`config.mk`:
```
export PLATFORM = sky130hd
export DESIGN_NAME = pcm_pin_ctrl
export DESIGN_NICKNAME = d
export VERILOG_FILES = /design/src/verilog/pcm_pkg.sv /design/src/verilog/pcm_chg_if.sv /design/src/verilog/pcm_change_detect.sv /design/src/verilog/pcm_pin_ctrl.sv
export SDC_FILE = /design/constraint.sdc
export NUM_CORES = 1
export LEC_CHECK = 0
export ABC_CLOCK_PERIOD_IN_PS = 2600
export BUFFER_PORTS_ARGS = -buffer_cell sky130_fd_sc_hd__buf_2
export CORE_ASPECT_RATIO = 1.2
export CORE_MARGIN = 2
export CORE_UTILIZATION = 26
export DETAILED_ROUTE_END_ITERATION = 10
export GPL_ROUTABILITY_DRIVEN = 0
export GPL_TIMING_DRIVEN = 0
export PLACE_DENSITY_LB_ADDON = 0.2
export SLEW_MARGIN = 20
export SYNTH_ARGS = -nofsm -noshare
export SYNTH_HDL_FRONTEND = slang
export SYNTH_HIERARCHICAL = 1
export SYNTH_SLANG_ARGS = --single-unit
```
`constraint.sdc`:
```
create_clock -name clk -period 2.6 [get_ports clk]
set_input_delay 0.52 -clock clk [delete_from_list [all_inputs] [get_ports clk]]
set_output_delay 0.52 -clock clk [all_outputs]
set_load 0.01 [all_outputs]
```
`src/verilog/pcm_pkg.sv`:
```
// Package of constants and types for the pin control and modem mux block
package pcm_pkg;

  // ----------------------------------------------------------------
  // Geometry and clock
  // ----------------------------------------------------------------
  localparam int PCM_NPINS = 8;
  localparam int PCM_CLK_PERIOD_NS = 8;

  // ----------------------------------------------------------------
  // Register indices on the internal register port
  // ----------------------------------------------------------------
  localparam logic [3:0] PCM_ADDR_DIR = 4'h0;
  localparam logic [3:0] PCM_ADDR_STATE = 4'h1;
  localparam logic [3:0] PCM_ADDR_IEN = 4'h2;
  localparam logic [3:0] PCM_ADDR_CFG = 4'h3;

  // ----------------------------------------------------------------
  // Configuration fields and reset values
  // ----------------------------------------------------------------
  localparam int PCM_CFG_LATCH = 0;
  localparam int PCM_CFG_MODEM = 1;
  localparam int PCM_CFG_SRST = 3;
  localparam logic [7:0] PCM_DIR_RST = 8'h00;
  localparam logic [7:0] PCM_STATE_RST = 8'h00;
  localparam logic [7:0] PCM_IEN_RST = 8'h00;
  localparam logic PCM_LATCH_RST = 1'b0;
  localparam logic PCM_MODEM_RST = 1'b0;
  localparam logic [7:0] PCM_ZERO8 = 8'h00;

  // ----------------------------------------------------------------
  // Pins taken over in modem role
  // ----------------------------------------------------------------
  localparam int PCM_PIN_DSR = 4;
  localparam int PCM_PIN_DTR = 5;
  localparam int PCM_PIN_CD = 6;
  localparam int PCM_PIN_RI = 7;
  localparam logic [7:0] PCM_MODEM_MASK = 8'hf0;
  localparam logic [2:0] PCM_MODEM_IDLE = 3'h7;

  // ----------------------------------------------------------------
  // Soft reset timing
  // ----------------------------------------------------------------
  localparam int PCM_SRST_TIME_NS = 40;
  localparam int PCM_SRST_CYC =
    (PCM_SRST_TIME_NS + PCM_CLK_PERIOD_NS - 1) / PCM_CLK_PERIOD_NS;
  localparam logic [3:0] PCM_SRST_LOAD = 4'(PCM_SRST_CYC - 1);

  typedef enum logic [1:0] {
    PCM_SR_IDLE = 2'b00,
    PCM_SR_HOLD = 2'b01,
    PCM_SR_DONE = 2'b11
  } pcm_srst_e;

endpackage : pcm_pkg

```
`src/verilog/pcm_chg_if.sv`:
```
// Interface between the pin control core and the change detector
interface pcm_chg_if #(parameter int N = 8);
  logic [N-1:0] pinLvl;
  logic [N-1:0] armMask;
  logic [N-1:0] pending;
  logic [N-1:0] latchVal;
  logic latchEn;
  logic stateRead;
  logic clearAll;

  modport ctrl (
    output pinLvl, armMask, latchEn, stateRead, clearAll,
    input pending, latchVal
  );
  modport det (
    input pinLvl, armMask, latchEn, stateRead, clearAll,
    output pending, latchVal
  );
endinterface : pcm_chg_if

```
`src/verilog/pcm_change_detect.sv`:
```
// Per-pin input change detector with optional value latching
module pcm_change_detect #(
  parameter int N = 8
) (
  input wire logic clk,
  input wire logic rstSync_b,
  pcm_chg_if.det chg
);

  logic [N-1:0] ref_q;
  logic [N-1:0] ref_d;
  logic [N-1:0] pend_q;
  logic [N-1:0] pend_d;
  logic [N-1:0] lat_q;
  logic [N-1:0] lat_d;
  logic [N-1:0] last_q;
  logic [N-1:0] last_d;

  // ----------------------------------------------------------------
  // One slice per pin
  // ----------------------------------------------------------------
  genvar i;
  generate
    for (i = 0; i < N; i++) begin : gSlice
      // Next state of one pin's reference, pending flag and latch
      always_comb begin
        ref_d[i] = ref_q[i];
        pend_d[i] = pend_q[i];
        lat_d[i] = chg.pinLvl[i];
        last_d[i] = chg.pinLvl[i];
        if (chg.clearAll || !chg.armMask[i]) begin
          // Unarmed pins track the pin so arming never fires at once
          ref_d[i] = chg.pinLvl[i];
          pend_d[i] = 1'b0;
        end else if (!chg.latchEn) begin
          pend_d[i] = !chg.stateRead && (chg.pinLvl[i] != ref_q[i]);
          if (chg.stateRead) begin
            ref_d[i] = chg.pinLvl[i];
          end
        end else if (!pend_q[i]) begin
          pend_d[i] = chg.pinLvl[i] != ref_q[i];
        end else begin
          lat_d[i] = lat_q[i];
          if (chg.stateRead) begin
            // latched read clears pending
            // Only a change at this very edge re-pends; an earlier return does not
            ref_d[i] = last_q[i];
            pend_d[i] = chg.pinLvl[i] != last_q[i];
            lat_d[i] = chg.pinLvl[i];
          end
        end
      end
    end
  endgenerate

  // Register the detector state
  always_ff @(posedge clk or negedge rstSync_b) begin
    if (!rstSync_b) begin
      ref_q <= '0;
      pend_q <= '0;
      lat_q <= '0;
      last_q <= '0;
    end else begin
      ref_q <= ref_d;
      pend_q <= pend_d;
      lat_q <= lat_d;
      last_q <= last_d;
    end
  end

  assign chg.pending = pend_q;
  assign chg.latchVal = lat_q;

endmodule : pcm_change_detect

```
`src/verilog/pcm_pin_ctrl.sv`:
```
// Pin configuration, general-purpose pin control and modem pin mux
//
// What this block does
// - Writing one to configuration bit 3 starts a full software reset.
// - The reset bit clears itself once the software reset completes.
// - Configuration bit 1 gives pins 7:4 general-purpose or modem role.
// - Unlatched: any input change raises interrupt; state read clears it.
// - Unlatched: input returning to original level before read withdraws interrupt.
// - Latched: change raises interrupt and captures new level in state bit.
// - Latched: reading the pin state register clears the interrupt.
// - Latched: interrupt and captured level hold until the state read.
// - General role: CD, RI, DSR levels hidden from modem status.
// - General role: CD, RI, DSR changes never raise modem interrupt.
// - General role: modem control DTR bit does not reach the pin.
// - Modem role: CD, RI, DSR levels shown to modem status.
// - Modem role: DTR pin follows the modem control DTR bit.
// - Modem role: enabled modem interrupt fires on RI, CD, DSR change.
// - Modem role: upper direction, state, enable bits ignore the modem pins.
// - General role: pins 7:4 follow direction, state, enable, config.
// - Only input pins with interrupt enable set raise change interrupts.
// - State read returns pin levels; write drives output pins.
module pcm_pin_ctrl
  import pcm_pkg::*;
#(
  parameter int N = PCM_NPINS
) (
  input wire logic clk,
  input wire logic rst_b,
  input wire logic [3:0] regAddr,
  input wire logic regWrEn,
  input wire logic regRdEn,
  input wire logic [7:0] regWrData,
  output logic [7:0] regRdData,
  input wire logic [N-1:0] pinIn,
  output logic [N-1:0] pinOut,
  output logic [N-1:0] pinOe_b,
  input wire logic mcrDtr,
  input wire logic ierModemEn,
  output logic [2:0] modemLevels,
  output logic modemChange,
  output logic pinIrq,
  output logic devSoftReset
);

  // ----------------------------------------------------------------
  // Decode helpers
  // ----------------------------------------------------------------

  // Pins left under general-purpose control in the given role
  function automatic logic [N-1:0] gpioOwned(input logic modem);
    gpioOwned = modem ? N'(~PCM_MODEM_MASK) : {N{1'b1}};
  endfunction : gpioOwned

  // One register access hit on a given index
  function automatic logic hit(
    input logic en,
    input logic [3:0] addr,
    input logic [3:0] target
  );
    hit = en && (addr == target);
  endfunction : hit

  // ----------------------------------------------------------------
  // Reset release
  // ----------------------------------------------------------------
  logic rstMeta_q;
  logic rstSync_q;

  // Two flops so release never lands near a clock edge
  always_ff @(posedge clk or negedge rst_b) begin
    if (!rst_b) begin
      rstMeta_q <= 1'b0;
      rstSync_q <= 1'b0;
    end else begin
      rstMeta_q <= 1'b1;
      rstSync_q <= rstMeta_q;
    end
  end

  // ----------------------------------------------------------------
  // Declarations
  // ----------------------------------------------------------------
  pcm_srst_e srState_q;
  pcm_srst_e srState_d;
  logic [3:0] srCnt_q;
  logic [3:0] srCnt_d;
  logic [N-1:0] dir_q;
  logic [N-1:0] dir_d;
  logic [N-1:0] state_q;
  logic [N-1:0] state_d;
  logic [N-1:0] ien_q;
  logic [N-1:0] ien_d;
  logic latch_q;
  logic latch_d;
  logic modem_q;
  logic modem_d;
  logic srHold;
  logic wrDir;
  logic wrState;
  logic wrIen;
  logic wrCfg;
  logic rdState;
  logic [N-1:0] stateView;
  logic [7:0] rdData_d;
  logic [7:0] regRdData_q;
  logic [N-1:0] pinOut_d;
  logic [N-1:0] pinOut_q;
  logic [N-1:0] pinOe_d;
  logic [N-1:0] pinOe_q;
  logic [2:0] modemLvl_d;
  logic [2:0] modemLvl_q;
  logic modemChg_d;
  logic modemChg_q;
  logic pinIrq_d;
  logic pinIrq_q;
  logic devRst_d;
  logic devRst_q;

  pcm_chg_if #(.N(N)) chg ();

  // ----------------------------------------------------------------
  // Access strobes
  // ----------------------------------------------------------------

  // Writes are refused while the software reset is in progress
  always_comb begin
    srHold = srState_q == PCM_SR_HOLD;
    wrDir = hit(regWrEn, regAddr, PCM_ADDR_DIR) && !srHold;
    wrState = hit(regWrEn, regAddr, PCM_ADDR_STATE) && !srHold;
    wrIen = hit(regWrEn, regAddr, PCM_ADDR_IEN) && !srHold;
    wrCfg = hit(regWrEn, regAddr, PCM_ADDR_CFG) && !srHold;
    rdState = hit(regRdEn, regAddr, PCM_ADDR_STATE);
  end

  // ----------------------------------------------------------------
  // Software reset sequencer
  // ----------------------------------------------------------------

  // Next state of the reset sequence and its hold counter
  always_comb begin
    srState_d = srState_q;
    srCnt_d = srCnt_q;
    unique case (srState_q)
      PCM_SR_IDLE: begin
        if (wrCfg && regWrData[PCM_CFG_SRST]) begin
          srState_d = PCM_SR_HOLD;
          srCnt_d = PCM_SRST_LOAD;
        end
      end
      PCM_SR_HOLD: begin
        if (srCnt_q == 4'h0) begin
          srState_d = PCM_SR_DONE;
        end else begin
          srCnt_d = srCnt_q - 4'h1;
        end
      end
      PCM_SR_DONE: begin
        srState_d = PCM_SR_IDLE;
      end
      default: begin
        srState_d = PCM_SR_IDLE;
      end
    endcase
  end

  // Register the reset sequence
  always_ff @(posedge clk or negedge rstSync_q) begin
    if (!rstSync_q) begin
      srState_q <= PCM_SR_IDLE;
      srCnt_q <= 4'h0;
    end else begin
      srState_q <= srState_d;
      srCnt_q <= srCnt_d;
    end
  end

  // ----------------------------------------------------------------
  // Configuration registers
  // ----------------------------------------------------------------

  // Register writes; the software reset returns everything to defaults
  always_comb begin
    dir_d = dir_q;
    state_d = state_q;
    ien_d = ien_q;
    latch_d = latch_q;
    modem_d = modem_q;
    if (srHold) begin
      dir_d = PCM_DIR_RST;
      state_d = PCM_STATE_RST;
      ien_d = PCM_IEN_RST;
      latch_d = PCM_LATCH_RST;
      modem_d = PCM_MODEM_RST;
    end else begin
      if (wrDir) begin
        dir_d = regWrData[N-1:0];
      end
      if (wrState) begin
        state_d = regWrData[N-1:0];
      end
      if (wrIen) begin
        ien_d = regWrData[N-1:0];
      end
      if (wrCfg) begin
        modem_d = regWrData[PCM_CFG_MODEM];
        latch_d = regWrData[PCM_CFG_LATCH];
      end
    end
  end

  // Register the configuration
  always_ff @(posedge clk or negedge rstSync_q) begin
    if (!rstSync_q) begin
      dir_q <= PCM_DIR_RST;
      state_q <= PCM_STATE_RST;
      ien_q <= PCM_IEN_RST;
      latch_q <= PCM_LATCH_RST;
      modem_q <= PCM_MODEM_RST;
    end else begin
      dir_q <= dir_d;
      state_q <= state_d;
      ien_q <= ien_d;
      latch_q <= latch_d;
      modem_q <= modem_d;
    end
  end

  // ----------------------------------------------------------------
  // Change detector hookup
  // ----------------------------------------------------------------

  // Arm only enabled inputs still under general-purpose control
  always_comb begin
    chg.pinLvl = pinIn;
    chg.armMask = ~dir_q & ien_q & gpioOwned(modem_q);
    chg.latchEn = latch_q;
    chg.stateRead = rdState;
    // A direction write drops any pending change, as does soft reset
    chg.clearAll = wrDir || srHold;
  end

  pcm_change_detect #(.N(N)) uDetect (
    .clk(clk),
    .rstSync_b(rstSync_q),
    .chg(chg)
  );

  // ----------------------------------------------------------------
  // Read path
  // ----------------------------------------------------------------

  // Latched pending bits show the captured level, others the live pin
  always_comb begin
    stateView = (chg.pending & {N{latch_q}} & chg.latchVal)
      | (~(chg.pending & {N{latch_q}}) & pinIn);
    rdData_d = regRdData_q;
    if (regRdEn) begin
      rdData_d = PCM_ZERO8;
      unique case (regAddr)
        PCM_ADDR_DIR: rdData_d[N-1:0] = dir_q;
        PCM_ADDR_STATE: rdData_d[N-1:0] = stateView;
        PCM_ADDR_IEN: rdData_d[N-1:0] = ien_q;
        PCM_ADDR_CFG: begin
          rdData_d[PCM_CFG_LATCH] = latch_q;
          rdData_d[PCM_CFG_MODEM] = modem_q;
          rdData_d[PCM_CFG_SRST] = srState_q != PCM_SR_IDLE;
        end
        default: rdData_d = PCM_ZERO8;
      endcase
    end
  end

  // ----------------------------------------------------------------
  // Pin drive and modem mux
  // ----------------------------------------------------------------

  // Drive outputs from the state register or from the modem logic
  always_comb begin
    pinOut_d = state_q;
    pinOe_d = ~dir_q;
    if (modem_q) begin
      pinOut_d[7:4] = 4'h0;
      pinOe_d[7:4] = 4'hf;
      // DTR follows control bit, active low at the pin
      pinOut_d[PCM_PIN_DTR] = !mcrDtr;
      pinOe_d[PCM_PIN_DTR] = 1'b0;
    end
    // general role DTR untouched by the control bit
    modemLvl_d = modem_q ? {pinIn[PCM_PIN_CD], pinIn[PCM_PIN_RI],
      pinIn[PCM_PIN_DSR]} : PCM_MODEM_IDLE;
    // never in general role
    // Entering modem role can show one change if pins sit low
    modemChg_d = modem_q && ierModemEn && (modemLvl_d != modemLvl_q);
    pinIrq_d = |chg.pending;
    devRst_d = srHold;
  end

  // Every output leaves from a flop
  always_ff @(posedge clk or negedge rstSync_q) begin
    if (!rstSync_q) begin
      regRdData_q <= PCM_ZERO8;
      pinOut_q <= '0;
      pinOe_q <= '1;
      modemLvl_q <= PCM_MODEM_IDLE;
      modemChg_q <= 1'b0;
      pinIrq_q <= 1'b0;
      devRst_q <= 1'b0;
    end else begin
      regRdData_q <= rdData_d;
      pinOut_q <= pinOut_d;
      pinOe_q <= pinOe_d;
      modemLvl_q <= modemLvl_d;
      modemChg_q <= modemChg_d;
      pinIrq_q <= pinIrq_d;
      devRst_q <= devRst_d;
    end
  end

  assign regRdData = regRdData_q;
  assign pinOut = pinOut_q;
  assign pinOe_b = pinOe_q;
  assign modemLevels = modemLvl_q;
  assign modemChange = modemChg_q;
  assign pinIrq = pinIrq_q;
  assign devSoftReset = devRst_q;

endmodule : pcm_pin_ctrl

```
==> results.md <==
- CP Class: flip-flop to flip-flop
- Worst rel slew slack: 59.3%
- Clock H-tree levels: 3
- Leading register cell type out of synthesis: sky130_fd_sc_hd__dfrtp_1
- First-pass DRT Iterations: 5
- Die Width: 125 um
- Relative area change from synthesis to final layout: 19.6%
- Netlist Area Pre-Place: 4570 um2
- Number of synthesized register bits: 96
- Insertion delay of the later-clocked pin in the worst-skew pair: 0.34 ns
- DRC violation count after routing: 0
- Post-CTS setup repair buffer count: 0
- Post-Route Skew: 0.0101 ns
- Critical Path Fanout Max: 10
- Synth async-reset ratio: 100%
- Most used cells in the layout excluding fill and tap cells: sky130_fd_sc_hd__dfrtp_1 (84), sky130_fd_sc_hd__buf_2 (60), sky130_fd_sc_hd__mux2i_1 (34)
- Post-synthesis instance total: 423
- Via density per instance: 4.71
- Placed Cells: 700
- Initial standard-cell utilization of the core: 26.3%
- Antenna violations before repair: 0
- Overflow left after global routing: 0
- Final setup violating endpoints: 0
- Crit. End Element: flip-flop
- Type of the most critical hold path: flip-flop to asynchronous set/reset pin
- Final Non-Filler Cells: 717
- Number of clock sinks: 96
- Cell Rows: 53
- Number of global-route vias before repair: 3451
- Share of the cycle needed by the critical path after routing: 90.8%
- Number of buffers created by CTS: 9
- Antenna cells: 0
- Maximum root-to-sink buffer count: 2
- Number of violations of the max-capacitance limit: 0
- Run status: completed
- Initial drt markers: 123
- Clock-pin slew on the worst setup and hold paths: 0.07 ns
- Fraction of layout cells with a size suffix above 1: 23.3%
- Worst Setup Start Kind: flip-flop
- Highest attainable clock frequency: 0.424 GHz
- Mean cell area of the mapped netlist: 10.8 um2
- Fraction of the yosys area taken by sequential cells: 52.8%
- Endpoints failing hold: 0
- Routed WL: 11.7 mm
- Leakage power of the design: 2.56 nW
- Die area: 18700 um2
- Net count reported at finish: 519
- Post-route worst hold slack: 0.165 ns
- Wire length of the first global-routing pass: 19.1 mm
- P per Cell Area: 736 nW/um2
- Die extent in y: 149 um
- Half-perimeter wire length after detailed placement: 8.49 mm
- Maximum number of pins on one net before global-route repair: 48
- Count of flip-flops with a built-in enable after synthesis: 0
- Final Core Density: 31.5%
- Slew at the pin closest to its max-slew limit: 0.610 ns
- Data arrival time of the worst path: 2.58 ns
- Overall routing resource usage: 12.9%
- Number of distinct standard cells referenced by the synthesized netlist: 52
- Count of fill cells added during filler insertion: 1830
- Slew Viols, Final: 0
- Clock tree from TritonCTS: built
- Count of synthesis-stage warnings from yosys: 6
- Peak ir drop on the vdd network: 0.351 mV
- I/O pin total: 56
- Post-DR wirelength/cell: 16.3 um
- Most common cell after layout, fill and taps aside: sky130_fd_sc_hd__dfrtp_1
- # port buffers: 55
- Unrepaired setup endpoints after global routing: no
- Crit path required time: 2.82 ns
- Net Count, Synth: 450
- Core box area: 17400 um2
- Shortest period the worst path allows: 2.36 ns
- Root Buffer: sky130_fd_sc_hd__clkbuf_16
- Final antenna-violating net count: 0
- Overall via count from detail_route: 3376
[cells in the mapped netlist (3+ instances only)]
| cell | instances | share of area (%) |
|---|---|---|
| sky130_fd_sc_hd__clkbuf_1 | 8 | 0.66 |
| sky130_fd_sc_hd__nand2_1 | 29 | 2.4 |
| sky130_fd_sc_hd__o31ai_1 | 4 | 0.66 |
| sky130_fd_sc_hd__mux2_2 | 8 | 2.0 |
| sky130_fd_sc_hd__a2111oi_1 | 4 | 0.88 |
| sky130_fd_sc_hd__inv_1 | 29 | 2.4 |
| sky130_fd_sc_hd__mux2i_1 | 34 | 7.4 |
| sky130_fd_sc_hd__or4b_4 | 3 | 0.90 |
| sky130_fd_sc_hd__nor3b_1 | 3 | 0.49 |
| sky130_fd_sc_hd__o22ai_1 | 5 | 0.68 |
| sky130_fd_sc_hd__dfstp_2 | 11 | 6.3 |
| sky130_fd_sc_hd__a21oi_1 | 12 | 1.3 |
| sky130_fd_sc_hd__xor2_1 | 16 | 3.1 |
| sky130_fd_sc_hd__nor2_1 | 25 | 2.1 |
| sky130_fd_sc_hd__nand2b_1 | 15 | 2.1 |
| sky130_fd_sc_hd__buf_4 | 3 | 0.49 |
| sky130_fd_sc_hd__nor2b_1 | 8 | 1.1 |
| sky130_fd_sc_hd__o211ai_2 | 3 | 0.82 |
| sky130_fd_sc_hd__buf_2 | 5 | 0.55 |
| sky130_fd_sc_hd__nand3_1 | 16 | 1.8 |
| sky130_fd_sc_hd__buf_6 | 3 | 0.74 |
| sky130_fd_sc_hd__o21ai_0 | 25 | 2.7 |
| sky130_fd_sc_hd__nand4_1 | 6 | 0.82 |
| sky130_fd_sc_hd__a22o_1 | 5 | 0.96 |
| sky130_fd_sc_hd__nand3b_1 | 6 | 0.98 |
| sky130_fd_sc_hd__xnor2_1 | 3 | 0.57 |
| sky130_fd_sc_hd__or3b_1 | 10 | 1.9 |
| sky130_fd_sc_hd__o221ai_1 | 7 | 1.3 |
| sky130_fd_sc_hd__and2b_1 | 3 | 0.49 |
| sky130_fd_sc_hd__a31oi_1 | 4 | 0.55 |
| sky130_fd_sc_hd__dfrtp_1 | 85 | 46 |
[cell families (layout without fill, tap and decap cells)]
group,count (synthesis),count (layout),synth area share (%)
AOI/OAI and AO/OA,77,77,11.5
buffers and inverters,49,123,4.90
DFF,96,96,52.8
xor gates and xnor gates,19,19,3.64
adders and majority gates,1,1,0.273
other,1,1,0.0820
and+or+nand+nor,137,137,17.1
muxes,43,43,9.66
[power by group]
part	total (mW)	switching (mW)	internal, mW
clock network	1.30	0.625	0.674
logic	0.902	0.569	0.333
registers	1.83	0.135	1.69
[through the flow]
stage               instance area [um2]  power, mW  setup slack, ns  setup TNS, ns
finish                             5470       4.03            0.240              0
global route                       5470       4.29           0.0179              0
CTS                                5470       4.08          0.00805              0
detailed placement                 5180       2.77          -0.0919         -0.384
global placement                   5130       2.73          -0.0775         -0.271
floorplan                          4580       2.42            0.443              0
[layer usage]
metal  wire, um  GRT usage [%]
met5          0              0
met3        409           2.19
met2       5830           21.6
met1       5250           17.0
met4        193           4.17
[worst paths after layout]
path | cells past startpoint | slack [ns] | end | startpoint
min reg2reg | 0 | 0.16 | state_q[7]$_DFFE_PN0P_ | rstSync_q$_DFF_PN0_
max in group asynchronous | 2 | 1.62 | pinOe_b[3]$_DFF_PN1_ | rstSync_q$_DFF_PN0_
max reg2reg | 8 | 0.24 | uDetect/ref_q[3]$_DFFE_PN0P_ | srState_q[1]$_DFFE_PN0P_
min | 0 | 0.16 | state_q[7]$_DFFE_PN0P_ | rstSync_q$_DFF_PN0_
min in group clk | 2 | 0.35 | pinOut[5]$_DFF_PN0_ | mcrDtr
max | 8 | 0.24 | uDetect/ref_q[3]$_DFFE_PN0P_ | srState_q[1]$_DFFE_PN0P_
[layout make-up]
| type | count | area [um2] | share of cell area, % |
|---|---|---|---|
| clock inverters | 6 | 56.3 | 1.03 |
| inverters | 30 | 113 | 2.06 |
| flip-flops and latches | 96 | 2420 | 44.2 |
| plain buffers | 19 | 111 | 2.04 |
| repair buffers | 58 | 333 | 6.08 |
| clock buffers | 10 | 229 | 4.18 |
| multi-input cells | 278 | 1930 | 35.4 |
| well taps | 220 | 275 | 5.03 |
[critical path, cell delays in order (launching register included)]
cell and delay (ns):
sky130_fd_sc_hd__dfrtp_1 0.38, sky130_fd_sc_hd__nand2b_1 0.11, sky130_fd_sc_hd__clkbuf_1 0.34, sky130_fd_sc_hd__inv_2 0.17, sky130_fd_sc_hd__or2_2 0.39, sky130_fd_sc_hd__buf_6 0.17, sky130_fd_sc_hd__or4b_4 0.53, sky130_fd_sc_hd__o211ai_2 0.07
sky130_fd_sc_hd__a31oi_1 0.06
[repair_timing]
item,4_1_cts,5_1_grt
resized for setup,0,1
endpoints found under the setup margin,0,14
hold buffers,1,0
endpoints found under the hold margin,2,0
(Power assumes the default switching activity.)
